[src/common/jdr_consts.svh]
`ifndef JDR_CONSTS_SVH
`define JDR_CONSTS_SVH

// ----------------------------------------------------------------------------
// Instruction register
// ----------------------------------------------------------------------------
`define JDR_IR_LEN 5
`define JDR_IR_CAPTURE 5'h01
`define JDR_OP_IDCODE 5'h00
`define JDR_OP_SAMPLE 5'h01
`define JDR_OP_EXTEST 5'h02
`define JDR_OP_USERCODE 5'h04
`define JDR_OP_LOAD_ADDR 5'h08
`define JDR_OP_READ 5'h09
`define JDR_OP_WRITE 5'h0A
`define JDR_OP_REBOOT 5'h0C
`define JDR_OP_SAVE 5'h0D
`define JDR_OP_BYPASS 5'h1F

// ----------------------------------------------------------------------------
// Data register lengths and field positions
// ----------------------------------------------------------------------------
`define JDR_BSR_LEN 198
`define JDR_ID_LEN 32
`define JDR_MEM_LEN 8
`define JDR_ID_VER_POS 28
`define JDR_ID_DEV_POS 12
`define JDR_ID_MFR_POS 1
`define JDR_UC_SLAVE_POS 8

// ----------------------------------------------------------------------------
// Boundary cell positions
// ----------------------------------------------------------------------------
`define JDR_CELL_GPIO1_OUT 148
`define JDR_CELL_GPIO2_OUT 149
`define JDR_CELL_SDA_OUT 150
`define JDR_CELL_ALERT 151
`define JDR_CELL_FAULT_B 152
`define JDR_CELL_FAULT_A 153
`define JDR_CELL_OVERTEMP 154
`define JDR_CELL_RESET 155
`define JDR_CELL_OVERCUR 156
`define JDR_CELL_GPIO2_IN 183
`define JDR_CELL_GPIO1_IN 184
`define JDR_CELL_SDA_IN 185
`define JDR_CELL_A0B 186
`define JDR_CELL_A0A 187
`define JDR_CELL_A1B 188
`define JDR_CELL_A1A 189
`define JDR_CELL_SCL 190

// ----------------------------------------------------------------------------
// APB register map and reset values
// ----------------------------------------------------------------------------
`define JDR_OFS_CONFIG 12'h000
`define JDR_OFS_STATUS 12'h004
`define JDR_CFG_FW_POS 0
`define JDR_CFG_SLAVE_POS 8
`define JDR_CFG_RESET 32'h0000_0000
`define JDR_STS_INSTR_POS 0
`define JDR_STS_TAP_POS 8
`define JDR_STS_ADDR_POS 16
`define JDR_STS_WDATA_POS 24

`endif

[src/common/jdr_pkg.sv]
package jdr_pkg;

	// TAP controller states.
	typedef enum logic [3:0] {
		TAP_RESET = 4'b0000,
		TAP_IDLE = 4'b0001,
		TAP_SEL_DR = 4'b0010,
		TAP_CAP_DR = 4'b0011,
		TAP_SHIFT_DR = 4'b0100,
		TAP_EXIT1_DR = 4'b0101,
		TAP_PAUSE_DR = 4'b0110,
		TAP_EXIT2_DR = 4'b0111,
		TAP_UPD_DR = 4'b1000,
		TAP_SEL_IR = 4'b1001,
		TAP_CAP_IR = 4'b1010,
		TAP_SHIFT_IR = 4'b1011,
		TAP_EXIT1_IR = 4'b1100,
		TAP_PAUSE_IR = 4'b1101,
		TAP_EXIT2_IR = 4'b1110,
		TAP_UPD_IR = 4'b1111
	} jdr_tap_t;

	// Digital outputs covered by the boundary register.
	typedef struct packed {
		logic gpio1;
		logic gpio2;
		logic sda;
		logic alert;
		logic secondary_fault_b_out;
		logic secondary_fault_a_out;
		logic overtemperature_out;
		logic reset;
		logic overcurrent_out;
	} jdr_pin_out_t;

	// Digital inputs covered by the boundary register.
	typedef struct packed {
		logic gpio2;
		logic gpio1;
		logic sda;
		logic addr0_state_bit_b;
		logic addr0_state_bit_a;
		logic addr1_state_bit_b;
		logic addr1_state_bit_a;
		logic scl;
	} jdr_pin_in_t;

	// Memory port toward the device's register space.
	typedef struct packed {
		logic [7:0] addr;
		logic [7:0] wdata;
		logic write;
	} jdr_mem_req_t;

endpackage : jdr_pkg

[src/design/jdr_top.sv]
// Operation
// [RULE1] ID register: version, device, maker, one
// [RULE2] User code: firmware byte, slave address, zeros
// [RULE3] User code loads at capture, shifts out
// [RULE4] Load-address selects 8-bit address register
// [RULE5] Read selects 8-bit read data register
// [RULE6] Write selects 8-bit write data register
// [RULE7] Reboot instruction resets and restarts boot
// [RULE8] Save instruction triggers fault log copy
// [RULE9] Sample or extest selects 198-bit chain
// [RULE10] One cell per pin, two per address
// [RULE11] Reserved cells carry zeros
// [RULE12] Sample captures outputs without disturbing operation
// [RULE13] Extest drives pins from cells, captures inputs
// [RULE14] Output cells sit at 148 to 156
// [RULE15] Input cells sit at 183 to 190
// [RULE16] Address cells a,b: 00 Z, 01 low, 10 high
// [RULE17] Five-bit IR; usercode, load-address, read opcodes
// [RULE18] Write, reboot, save opcodes; bypass all ones
// [RULE19] IDCODE, sample, extest opcodes; IDCODE on reset
// [RULE20] Host loads address before read or write
`timescale 1ns/1ps
`include "jdr_consts.svh"

module jdr_top
	import jdr_pkg::*;
#(
	parameter logic [3:0] ID_VERSION = 4'h1, // Arbitrary identity value.
	parameter logic [15:0] ID_DEVICE = 16'h00A5, // Arbitrary identity value.
	parameter logic [10:0] ID_MAKER = 11'h05A // Arbitrary identity value.
) (
	input wire logic core_clk,
	input wire logic nrst,
	input wire logic tck,
	input wire logic tms,
	input wire logic tdi,
	output logic tdo,
	output logic tdo_oe_n,
	input wire jdr_pin_out_t func_out,
	output jdr_pin_out_t pin_out,
	input wire jdr_pin_in_t pin_in,
	output jdr_mem_req_t mem_req,
	input wire logic [7:0] mem_rdata,
	output logic reboot_pulse,
	output logic save_pulse,
	input wire logic psel,
	input wire logic penable,
	input wire logic pwrite,
	input wire logic [11:0] paddr,
	input wire logic [31:0] pwdata,
	output logic [31:0] prdata,
	output logic pready,
	output logic pslverr
);

	// ------------------------------------------------------------------------
	// Declarations
	// ------------------------------------------------------------------------
	logic [2:0] tck_sync;
	logic [1:0] tms_sync;
	logic [1:0] tdi_sync;
	jdr_pin_in_t pin_meta;
	jdr_pin_in_t pin_sync;
	logic tck_rise;
	logic tck_fall;
	jdr_tap_t tap;
	jdr_tap_t next_tap;
	logic [`JDR_IR_LEN-1:0] ir_shift;
	logic [`JDR_IR_LEN-1:0] instr;
	logic [`JDR_BSR_LEN-1:0] dr_shift;
	logic [`JDR_BSR_LEN-1:0] next_dr_shift;
	logic [`JDR_BSR_LEN-1:0] bsr_hold;
	logic [`JDR_BSR_LEN-1:0] bsr_capture;
	logic [7:0] mem_addr;
	logic [7:0] mem_wdata;
	logic [31:0] cfg;
	logic [31:0] id_code;
	logic [31:0] user_code;
	logic extest_on;

	// ------------------------------------------------------------------------
	// Helper functions
	// ------------------------------------------------------------------------

	// Length of the data register selected by an instruction.
	function automatic logic [7:0] dr_len(input logic [`JDR_IR_LEN-1:0] op);
		logic [7:0] len;
		len = 8'h01;
		if (op == `JDR_OP_IDCODE || op == `JDR_OP_USERCODE) begin
			len = 8'(`JDR_ID_LEN);
		end else if (op == `JDR_OP_SAMPLE || op == `JDR_OP_EXTEST) begin
			len = 8'(`JDR_BSR_LEN); // see [RULE9]
		end else if (op == `JDR_OP_LOAD_ADDR || op == `JDR_OP_READ || op == `JDR_OP_WRITE) begin
			len = 8'(`JDR_MEM_LEN); // see [RULE4] see [RULE5] see [RULE6]
		end
		return len;
	endfunction : dr_len

	// True when a boundary instruction is selected.
	function automatic logic is_bsr(input logic [`JDR_IR_LEN-1:0] op);
		return (op == `JDR_OP_SAMPLE) || (op == `JDR_OP_EXTEST);
	endfunction : is_bsr

	// ------------------------------------------------------------------------
	// Synchronisers and TCK edge detection
	// ------------------------------------------------------------------------

	// Two flip-flops on every pin before any logic reads it.
	always_ff @(posedge core_clk or negedge nrst) begin
		if (!nrst) begin
			tck_sync <= 3'h0;
			tms_sync <= 2'h3;
			tdi_sync <= 2'h3;
			pin_meta <= '0;
			pin_sync <= '0;
		end else begin
			tck_sync <= {tck_sync[1:0], tck};
			tms_sync <= {tms_sync[0], tms};
			tdi_sync <= {tdi_sync[0], tdi};
			pin_meta <= pin_in;
			pin_sync <= pin_meta;
		end
	end

	// Edges are found from the second and third stages only.
	assign tck_rise = tck_sync[1] & ~tck_sync[2];
	assign tck_fall = ~tck_sync[1] & tck_sync[2];

	// ------------------------------------------------------------------------
	// TAP controller
	// ------------------------------------------------------------------------

	// Next state from the synchronised TMS.
	always_comb begin
		next_tap = tap;
		case (tap)
			TAP_RESET: next_tap = tms_sync[1] ? TAP_RESET : TAP_IDLE;
			TAP_IDLE: next_tap = tms_sync[1] ? TAP_SEL_DR : TAP_IDLE;
			TAP_SEL_DR: next_tap = tms_sync[1] ? TAP_SEL_IR : TAP_CAP_DR;
			TAP_CAP_DR: next_tap = tms_sync[1] ? TAP_EXIT1_DR : TAP_SHIFT_DR;
			TAP_SHIFT_DR: next_tap = tms_sync[1] ? TAP_EXIT1_DR : TAP_SHIFT_DR;
			TAP_EXIT1_DR: next_tap = tms_sync[1] ? TAP_UPD_DR : TAP_PAUSE_DR;
			TAP_PAUSE_DR: next_tap = tms_sync[1] ? TAP_EXIT2_DR : TAP_PAUSE_DR;
			TAP_EXIT2_DR: next_tap = tms_sync[1] ? TAP_UPD_DR : TAP_SHIFT_DR;
			TAP_UPD_DR: next_tap = tms_sync[1] ? TAP_SEL_DR : TAP_IDLE;
			TAP_SEL_IR: next_tap = tms_sync[1] ? TAP_RESET : TAP_CAP_IR;
			TAP_CAP_IR: next_tap = tms_sync[1] ? TAP_EXIT1_IR : TAP_SHIFT_IR;
			TAP_SHIFT_IR: next_tap = tms_sync[1] ? TAP_EXIT1_IR : TAP_SHIFT_IR;
			TAP_EXIT1_IR: next_tap = tms_sync[1] ? TAP_UPD_IR : TAP_PAUSE_IR;
			TAP_PAUSE_IR: next_tap = tms_sync[1] ? TAP_EXIT2_IR : TAP_PAUSE_IR;
			TAP_EXIT2_IR: next_tap = tms_sync[1] ? TAP_UPD_IR : TAP_SHIFT_IR;
			default: next_tap = tms_sync[1] ? TAP_SEL_DR : TAP_IDLE;
		endcase
	end

	// State advances on each rising TCK.
	always_ff @(posedge core_clk or negedge nrst) begin
		if (!nrst) begin
			tap <= TAP_RESET;
		end else if (tck_rise) begin
			tap <= next_tap;
		end
	end

	// ------------------------------------------------------------------------
	// Instruction register
	// ------------------------------------------------------------------------

	// Shift path: fixed capture value, then shift toward TDO.
	always_ff @(posedge core_clk or negedge nrst) begin
		if (!nrst) begin
			ir_shift <= `JDR_IR_CAPTURE;
		end else if (tck_rise && tap == TAP_CAP_IR) begin
			ir_shift <= `JDR_IR_CAPTURE;
		end else if (tck_rise && tap == TAP_SHIFT_IR) begin
			ir_shift <= {tdi_sync[1], ir_shift[`JDR_IR_LEN-1:1]};
		end
	end

	// Current instruction latches on the falling TCK in update-IR.
	always_ff @(posedge core_clk or negedge nrst) begin
		if (!nrst) begin
			instr <= `JDR_OP_IDCODE;
		end else if (tap == TAP_RESET) begin
			instr <= `JDR_OP_IDCODE; // see [RULE19]
		end else if (tck_fall && tap == TAP_UPD_IR) begin
			instr <= ir_shift; // see [RULE17] see [RULE18]
		end
	end

	// One-cycle actions when reboot or save becomes current.
	always_ff @(posedge core_clk or negedge nrst) begin
		if (!nrst) begin
			reboot_pulse <= 1'b0;
			save_pulse <= 1'b0;
		end else begin
			reboot_pulse <= tck_fall && tap == TAP_UPD_IR && ir_shift == `JDR_OP_REBOOT; // see [RULE7]
			save_pulse <= tck_fall && tap == TAP_UPD_IR && ir_shift == `JDR_OP_SAVE; // see [RULE8]
		end
	end

	// ------------------------------------------------------------------------
	// Capture values
	// ------------------------------------------------------------------------

	// Identification and user code words.
	assign id_code = {ID_VERSION, ID_DEVICE, ID_MAKER, 1'b1}; // see [RULE1]
	assign user_code = {17'h0_0000, cfg[`JDR_CFG_SLAVE_POS +: 7], cfg[`JDR_CFG_FW_POS +: 8]}; // see [RULE2]

	// Boundary capture: outputs, inputs, and zeros in every other cell.
	always_comb begin
		bsr_capture = '0; // see [RULE11]
		bsr_capture[`JDR_CELL_GPIO1_OUT] = func_out.gpio1; // see [RULE12] see [RULE14]
		bsr_capture[`JDR_CELL_GPIO2_OUT] = func_out.gpio2;
		bsr_capture[`JDR_CELL_SDA_OUT] = func_out.sda;
		bsr_capture[`JDR_CELL_ALERT] = func_out.alert;
		bsr_capture[`JDR_CELL_FAULT_B] = func_out.secondary_fault_b_out;
		bsr_capture[`JDR_CELL_FAULT_A] = func_out.secondary_fault_a_out;
		bsr_capture[`JDR_CELL_OVERTEMP] = func_out.overtemperature_out;
		bsr_capture[`JDR_CELL_RESET] = func_out.reset;
		bsr_capture[`JDR_CELL_OVERCUR] = func_out.overcurrent_out;
		bsr_capture[`JDR_CELL_GPIO2_IN] = pin_sync.gpio2; // see [RULE13] see [RULE15]
		bsr_capture[`JDR_CELL_GPIO1_IN] = pin_sync.gpio1;
		bsr_capture[`JDR_CELL_SDA_IN] = pin_sync.sda;
		bsr_capture[`JDR_CELL_A0B] = pin_sync.addr0_state_bit_b; // see [RULE10] see [RULE16]
		bsr_capture[`JDR_CELL_A0A] = pin_sync.addr0_state_bit_a;
		bsr_capture[`JDR_CELL_A1B] = pin_sync.addr1_state_bit_b;
		bsr_capture[`JDR_CELL_A1A] = pin_sync.addr1_state_bit_a;
		bsr_capture[`JDR_CELL_SCL] = pin_sync.scl;
	end

	// ------------------------------------------------------------------------
	// Data register shift path
	// ------------------------------------------------------------------------

	// Shift one stage toward bit 0; TDI enters the top of the selected length.
	always_comb begin
		next_dr_shift = dr_shift >> 1;
		next_dr_shift[dr_len(instr) - 8'h01] = tdi_sync[1];
	end

	// Parallel load on the capture rise, shift on each shift rise.
	always_ff @(posedge core_clk or negedge nrst) begin
		if (!nrst) begin
			dr_shift <= '0;
		end else if (tck_rise && tap == TAP_CAP_DR) begin
			dr_shift <= '0;
			if (instr == `JDR_OP_IDCODE) begin
				dr_shift[31:0] <= id_code;
			end else if (instr == `JDR_OP_USERCODE) begin
				dr_shift[31:0] <= user_code; // see [RULE3]
			end else if (is_bsr(instr)) begin
				dr_shift <= bsr_capture; // see [RULE12] see [RULE13]
			end else if (instr == `JDR_OP_LOAD_ADDR) begin
				dr_shift[7:0] <= mem_addr; // see [RULE4]
			end else if (instr == `JDR_OP_READ) begin
				dr_shift[7:0] <= mem_rdata; // see [RULE5] see [RULE20]
			end else if (instr == `JDR_OP_WRITE) begin
				dr_shift[7:0] <= mem_wdata; // see [RULE6]
			end
		end else if (tck_rise && tap == TAP_SHIFT_DR) begin
			dr_shift <= next_dr_shift; // see [RULE3]
		end
	end

	// ------------------------------------------------------------------------
	// Update-DR latches and memory port
	// ------------------------------------------------------------------------

	// Address, write data and boundary hold latch on the update falling TCK.
	always_ff @(posedge core_clk or negedge nrst) begin
		if (!nrst) begin
			mem_addr <= 8'h00;
			mem_wdata <= 8'h00;
			bsr_hold <= '0;
		end else if (tck_fall && tap == TAP_UPD_DR) begin
			if (instr == `JDR_OP_LOAD_ADDR) begin
				mem_addr <= dr_shift[7:0]; // see [RULE4] see [RULE20]
			end else if (instr == `JDR_OP_WRITE) begin
				mem_wdata <= dr_shift[7:0]; // see [RULE6]
			end else if (is_bsr(instr)) begin
				bsr_hold <= dr_shift;
			end
		end
	end

	// Memory request; the write strobe lasts one core cycle.
	always_ff @(posedge core_clk or negedge nrst) begin
		if (!nrst) begin
			mem_req <= '0;
		end else begin
			mem_req.addr <= mem_addr;
			mem_req.wdata <= (tck_fall && tap == TAP_UPD_DR) ? dr_shift[7:0] : mem_wdata;
			mem_req.write <= tck_fall && tap == TAP_UPD_DR && instr == `JDR_OP_WRITE;
		end
	end

	// ------------------------------------------------------------------------
	// Pin drive
	// ------------------------------------------------------------------------

	assign extest_on = (instr == `JDR_OP_EXTEST);

	// Under extest each output follows its held cell, otherwise the core.
	always_ff @(posedge core_clk or negedge nrst) begin
		if (!nrst) begin
			pin_out <= '0;
		end else if (extest_on) begin
			pin_out.gpio1 <= bsr_hold[`JDR_CELL_GPIO1_OUT]; // see [RULE13] see [RULE14]
			pin_out.gpio2 <= bsr_hold[`JDR_CELL_GPIO2_OUT];
			pin_out.sda <= bsr_hold[`JDR_CELL_SDA_OUT];
			pin_out.alert <= bsr_hold[`JDR_CELL_ALERT];
			pin_out.secondary_fault_b_out <= bsr_hold[`JDR_CELL_FAULT_B];
			pin_out.secondary_fault_a_out <= bsr_hold[`JDR_CELL_FAULT_A];
			pin_out.overtemperature_out <= bsr_hold[`JDR_CELL_OVERTEMP];
			pin_out.reset <= bsr_hold[`JDR_CELL_RESET];
			pin_out.overcurrent_out <= bsr_hold[`JDR_CELL_OVERCUR];
		end else begin
			pin_out <= func_out; // see [RULE12]
		end
	end

	// ------------------------------------------------------------------------
	// TDO
	// ------------------------------------------------------------------------

	// TDO changes on the falling TCK and is driven only while shifting.
	always_ff @(posedge core_clk or negedge nrst) begin
		if (!nrst) begin
			tdo <= 1'b0;
			tdo_oe_n <= 1'b1;
		end else if (tck_fall) begin
			tdo_oe_n <= ~(tap == TAP_SHIFT_DR || tap == TAP_SHIFT_IR);
			tdo <= (tap == TAP_SHIFT_IR) ? ir_shift[0] : dr_shift[0];
		end
	end

	// ------------------------------------------------------------------------
	// APB slave
	// ------------------------------------------------------------------------

	// Zero wait states; unmapped addresses answer with an error.
	assign pready = 1'b1;
	assign pslverr = psel && penable &&
		(paddr != `JDR_OFS_CONFIG) && (paddr != `JDR_OFS_STATUS);

	// Configuration word feeds the user code.
	always_ff @(posedge core_clk or negedge nrst) begin
		if (!nrst) begin
			cfg <= `JDR_CFG_RESET;
		end else if (psel && penable && pwrite && paddr == `JDR_OFS_CONFIG) begin
			cfg <= {17'h0_0000, pwdata[14:0]};
		end
	end

	// Read data is registered in the setup cycle.
	always_ff @(posedge core_clk or negedge nrst) begin
		if (!nrst) begin
			prdata <= 32'h0000_0000;
		end else if (psel && !penable) begin
			if (paddr == `JDR_OFS_CONFIG) begin
				prdata <= cfg;
			end else if (paddr == `JDR_OFS_STATUS) begin
				prdata <= {mem_wdata, mem_addr, 4'h0, tap, 3'h0, instr};
			end else begin
				prdata <= 32'h0000_0000;
			end
		end
	end

endmodule : jdr_top

[config.mk]
export PLATFORM = sky130hd
export DESIGN_NAME = jdr_top
export DESIGN_NICKNAME = d
export VERILOG_FILES = /design/src/common/jdr_pkg.sv /design/src/design/jdr_top.sv
export VERILOG_INCLUDE_DIRS = /design/src /design/src/common
export SDC_FILE = /design/constraint.sdc
export NUM_CORES = 1
export LEC_CHECK = 0
export BUFFER_PORTS_ARGS = -buffer_cell sky130_fd_sc_hd__buf_2
export CAP_MARGIN = 30
export CORE_MARGIN = 3
export CORE_UTILIZATION = 51
export DETAILED_ROUTE_END_ITERATION = 6
export GPL_ROUTABILITY_DRIVEN = 1
export PLACE_DENSITY = 0.77
export SYNTH_ARGS = -nofsm -noshare
export SYNTH_HDL_FRONTEND = slang
export SYNTH_SLANG_ARGS = --single-unit
[constraint.sdc]
create_clock -name core_clk -period 3.1 [get_ports core_clk]
set_clock_uncertainty 0.2 [all_clocks]
set_input_delay 0.93 -clock core_clk [delete_from_list [all_inputs] [get_ports core_clk]]
set_output_delay 0.93 -clock core_clk [all_outputs]
set_load 0.05 [all_outputs]
==> impl_metrics.py <==
metrics = {
    "clocking": {
        "ctsRootBufferMaster": "clkbuf_16",
        "cts_tree": "done",
        "post-cts-setup-buffers": 0,
        "clk-insertion-delay-late_ps": 510,
        "hold_buffers": 0,
        "cts.sinks": 336,
        "clkSlewWorstSetupHoldPaths_ps": 60,
        "cts_resized": 0,
        "htreeDepth": 2,
        "cts_buffers": 35,
        "clk_path_buf_depth": 3,
    },
    "critical_path": {
        "cp_max_fo": 2,
        "crit_path_start_kind": "primary input",
        "rrSetupSlack_ps": 460,
        "cp_num_buf_inv": 2,
        "cp_data_required_time_ps": 1970,
        "cp.depth": 5,
        "cp_slowest_stage_delay_ps": 260,
        "critPathKind": "primary input to primary output",
        "crit_top_cell": "buf_2",
        "cp.arrival_ps": 1840,
        "cp-end-kind": "primary output",
        "crit_slowest_cell": "nor4_1",
        "rr_startpoint": "tck_sync[1]$_DFF_PN0_",
        "r2r-end": "mem_wdata[7]$_DFFE_PN0P_",
        "cp_top_family": "simple AND/OR/NAND/NOR gates",
        "path_cells": "buf_2, nor4_1, nand3_1, and3_1, buf_2",
        "reg2reg_depth": 4,
    },
    "synth": {
        "ys_seq_elements": 336,
        "syn_nets": 1012,
        "syn_area_um2": 12800,
        "ys_warn_count": 0,
        "ys.flop_type": "dfrtp_1",
        "async_reset_ff_frac": 1.00,
        "synth_seq_area_share": 0.658,
        "synth_edf_count": 0,
        "synth_cell_types": 57,
        "post_synth.cell_area_avg_um2": 13.7,
        "synth_cells": 935,
    },
    "placement": {
        "dp.cells": 1336,
        "io_buffer_count": 121,
        "routabilityCongestion": 0.831,
        "dp_worst_setup_slack_ps": 122,
        "hpwl_um": 15700,
    },
    "pwr": {
        "combPwrFrac": 0.104,
        "switching_power_uw": 2560,
        "leakage_uw": 0.00736,
        "powerDensity_nw_per_um2": 669,
        "p_sw_frac": 0.257,
        "clockPowerShare": 0.404,
        "intPower_uw": 7410,
        "seq_power_share": 0.492,
        "vdd_ir_drop_max_mv": 0.418,
        "p_total_uw": 9970,
    },
    "finish": {
        "drive_gt1_frac": 0.258,
        "num-fill-cells": 1841,
        "synthToLayoutAreaGrowth_pct": 16.5,
        "n_antenna_cell": 0,
        "instances_no_fill": 1396,
        "final_nets": 1126,
    },
    "timing": {
        "fin_ws_ps": 125,
        "period_share": 0.960,
        "setup_viol": 0,
        "hold_viol_final": 0,
        "layout_min_cycle_time_ps": 2970,
        "fin_tns_setup_ps": 0,
        "worstMarginPinSlew_ps": 904,
        "whs_ps": 147,
        "slew_headroom": 0.392,
        "clock.fmax_mhz": 336,
        "rsz0062_at_grt": "false",
        "drv_slew": 0,
    },
    "floorplanning": {
        "die_h_um": 164,
        "fp.dieW_um": 164,
        "dieArea_um2": 27000,
        "start_util": 0.523,
        "row_count": 57,
        "io-pin-count": 141,
        "fp.coreArea_um2": 24500,
    },
    "hold_path": {
        "hp-start": "pin_meta[6]$_DFF_PN0_",
        "min_path_cells": 0,
        "min_path_type": "flip-flop to flip-flop",
        "hold_end": "bsr_capture[184]$_DFF_PN0_",
    },
    "status": {
        "status": "complete, no violations",
    },
    "global_route": {
        "grt_max_degree": 125,
        "antenna_found_initial": 0,
        "grt_remaining_overflow": 0,
        "grt_usage": 0.193,
        "grt_first_pass_wirelength_um": 42400,
        "grt_pass1_vias": 8109,
    },
    "drt": {
        "drtPass1Iterations": 4,
        "viasPerCell": 5.84,
        "wl_per_cell_um": 18.1,
        "antenna_left": 0,
        "drcViolationCount": 0,
        "wirelength_um": 25300,
        "drt_iter0_drc": 789,
        "vias": 8154,
    },
    "job": {
        "cap_violations": 0,
    },
}
## power by group through the flow
stage	Clock (uW)	Combinational, uW	Sequential (uW)
finish	4020	1040	4910
global route	4300	1160	4940
CTS	4110	1050	4900
detailed placement	0	1040	4980
global placement	0	1010	4970
floorplan	0	737	4900
## cell usage in the layout (no fill, tap or decap), types with 3 or more instances in the layout
cell         n
o2bb2ai_1    8
dfstp_2      6
o211ai_1     3
mux2_2      57
o31ai_1      8
a221o_1     11
clkbuf_16   37
a21oi_1      8
inv_1        5
dfrtp_1    330
nor2b_1      8
o21ai_0     19
nor4_1       3
nand2_1     72
nand3_1     10
clkbuf_1    10
and3_1       3
nor3_2       3
buf_4       24
clkbuf_8     6
and2_1       7
a221oi_1     3
buf_2      120
nor2_1      18
nand2b_1     9
nor3_1       5
a32oi_1      3
a22oi_1     26
mux2i_1     16
nor4_2       3
a22o_1     183
buf_12       7
clkinv_2     4
## final cells by class
cell class | count | area (um^2) | area share
Sequential cell | 336 | 8420 | 0.564
Multi-Input combinational cell | 519 | 4020 | 0.270
Clock buffer | 53 | 1050 | 0.0701
Timing Repair Buffer | 152 | 936 | 0.0628
Tap cell | 324 | 405 | 0.0272
Clock inverter | 7 | 66.3 | 0.00445
Inverter | 5 | 18.8 | 0.00126
## how the worst max path moves through the flow
| stage | startpoint | endpoint | slack, ps |
|---|---|---|---|
| after floorplan | paddr[1] | pslverr | 230 |
| after global placement | paddr[4] | pslverr | 160 |
| after detailed placement | paddr[1] | pslverr | 120 |
| after CTS | paddr[1] | pslverr | 120 |
| after global routing | paddr[4] | pslverr | 80 |
| final | paddr[1] | pslverr | 130 |
## synthesized netlist by cell type (3+ instances only)
cell	n	area share
nor4_1	4	0.0020
nor3_1	5	0.0020
and3_1	3	0.0015
a221o_1	11	0.0086
nand2_1	72	0.021
a22oi_1	26	0.015
buf_4	3	0.0018
nand3_1	10	0.0039
nand2b_1	9	0.0044
nor2b_1	8	0.0039
o31ai_1	8	0.0047
nor2_1	18	0.0053
o2bb2ai_1	8	0.0055
a22o_1	183	0.13
a221oi_1	3	0.0021
a32oi_1	3	0.0021
mux2i_1	16	0.013
mux2_2	57	0.050
dfstp_2	6	0.012
clkbuf_1	25	0.0073
inv_1	5	0.0015
and2_1	8	0.0039
dfrtp_1	330	0.65
nor3_2	3	0.0023
buf_2	45	0.018
o211ai_1	3	0.0018
o21ai_0	19	0.0074
a21oi_1	8	0.0031
## worst reg2reg max path: cells and delay by family, from the launching register on
family        cells  cell delay (ps)
flops             1              400
mux               1              450
simple gates      3             1480
## through the flow
step,cell area (um^2),utilization
after floorplan,12800,-
final,14900,0.610
after CTS,14900,0.610
after detailed placement,13800,0.564
after global placement,13800,0.564
after global routing,14900,0.610
## cells by family (layout without fill, tap and decap cells)
kind of cell / after synthesis / count (layout) / share of synthesized area
XOR/XNOR: 2 / 2 / 0.00137
multiplexers: 74 / 74 / 0.0636
buffers and inverters: 80 / 217 / 0.0293
other: 2 / 2 / 0.000587
AND/OR/NAND/NOR: 157 / 157 / 0.0639
flip-flops: 336 / 336 / 0.658
AO/OA/AOI/OAI: 284 / 284 / 0.184
## state kept, by name (all words and copies together) (netlist names), 3 cells and up
name         count
ir_shift         5
prdata          31
bsr_capture      8
mem_req         17
bsr_hold         9
pin_out          9
cfg             15
mem_wdata        8
dr_shift       198
tck_sync         3
instr            5
pin_meta         8
mem_addr         8
tap              4
## routing by layer
| metal | up-vias | wire length, um | GRT usage |
|---|---|---|---|
| met5 | - | 0 | 0 |
| met1 | 4198 | 11600 | 0.290 |
| met4 | 0 | 394 | 0.0442 |
| li1 | 3703 | - | - |
| met3 | 34 | 1380 | 0.0379 |
| met2 | 219 | 11900 | 0.294 |
Note: power is estimated with default switching activity, not from simulation.
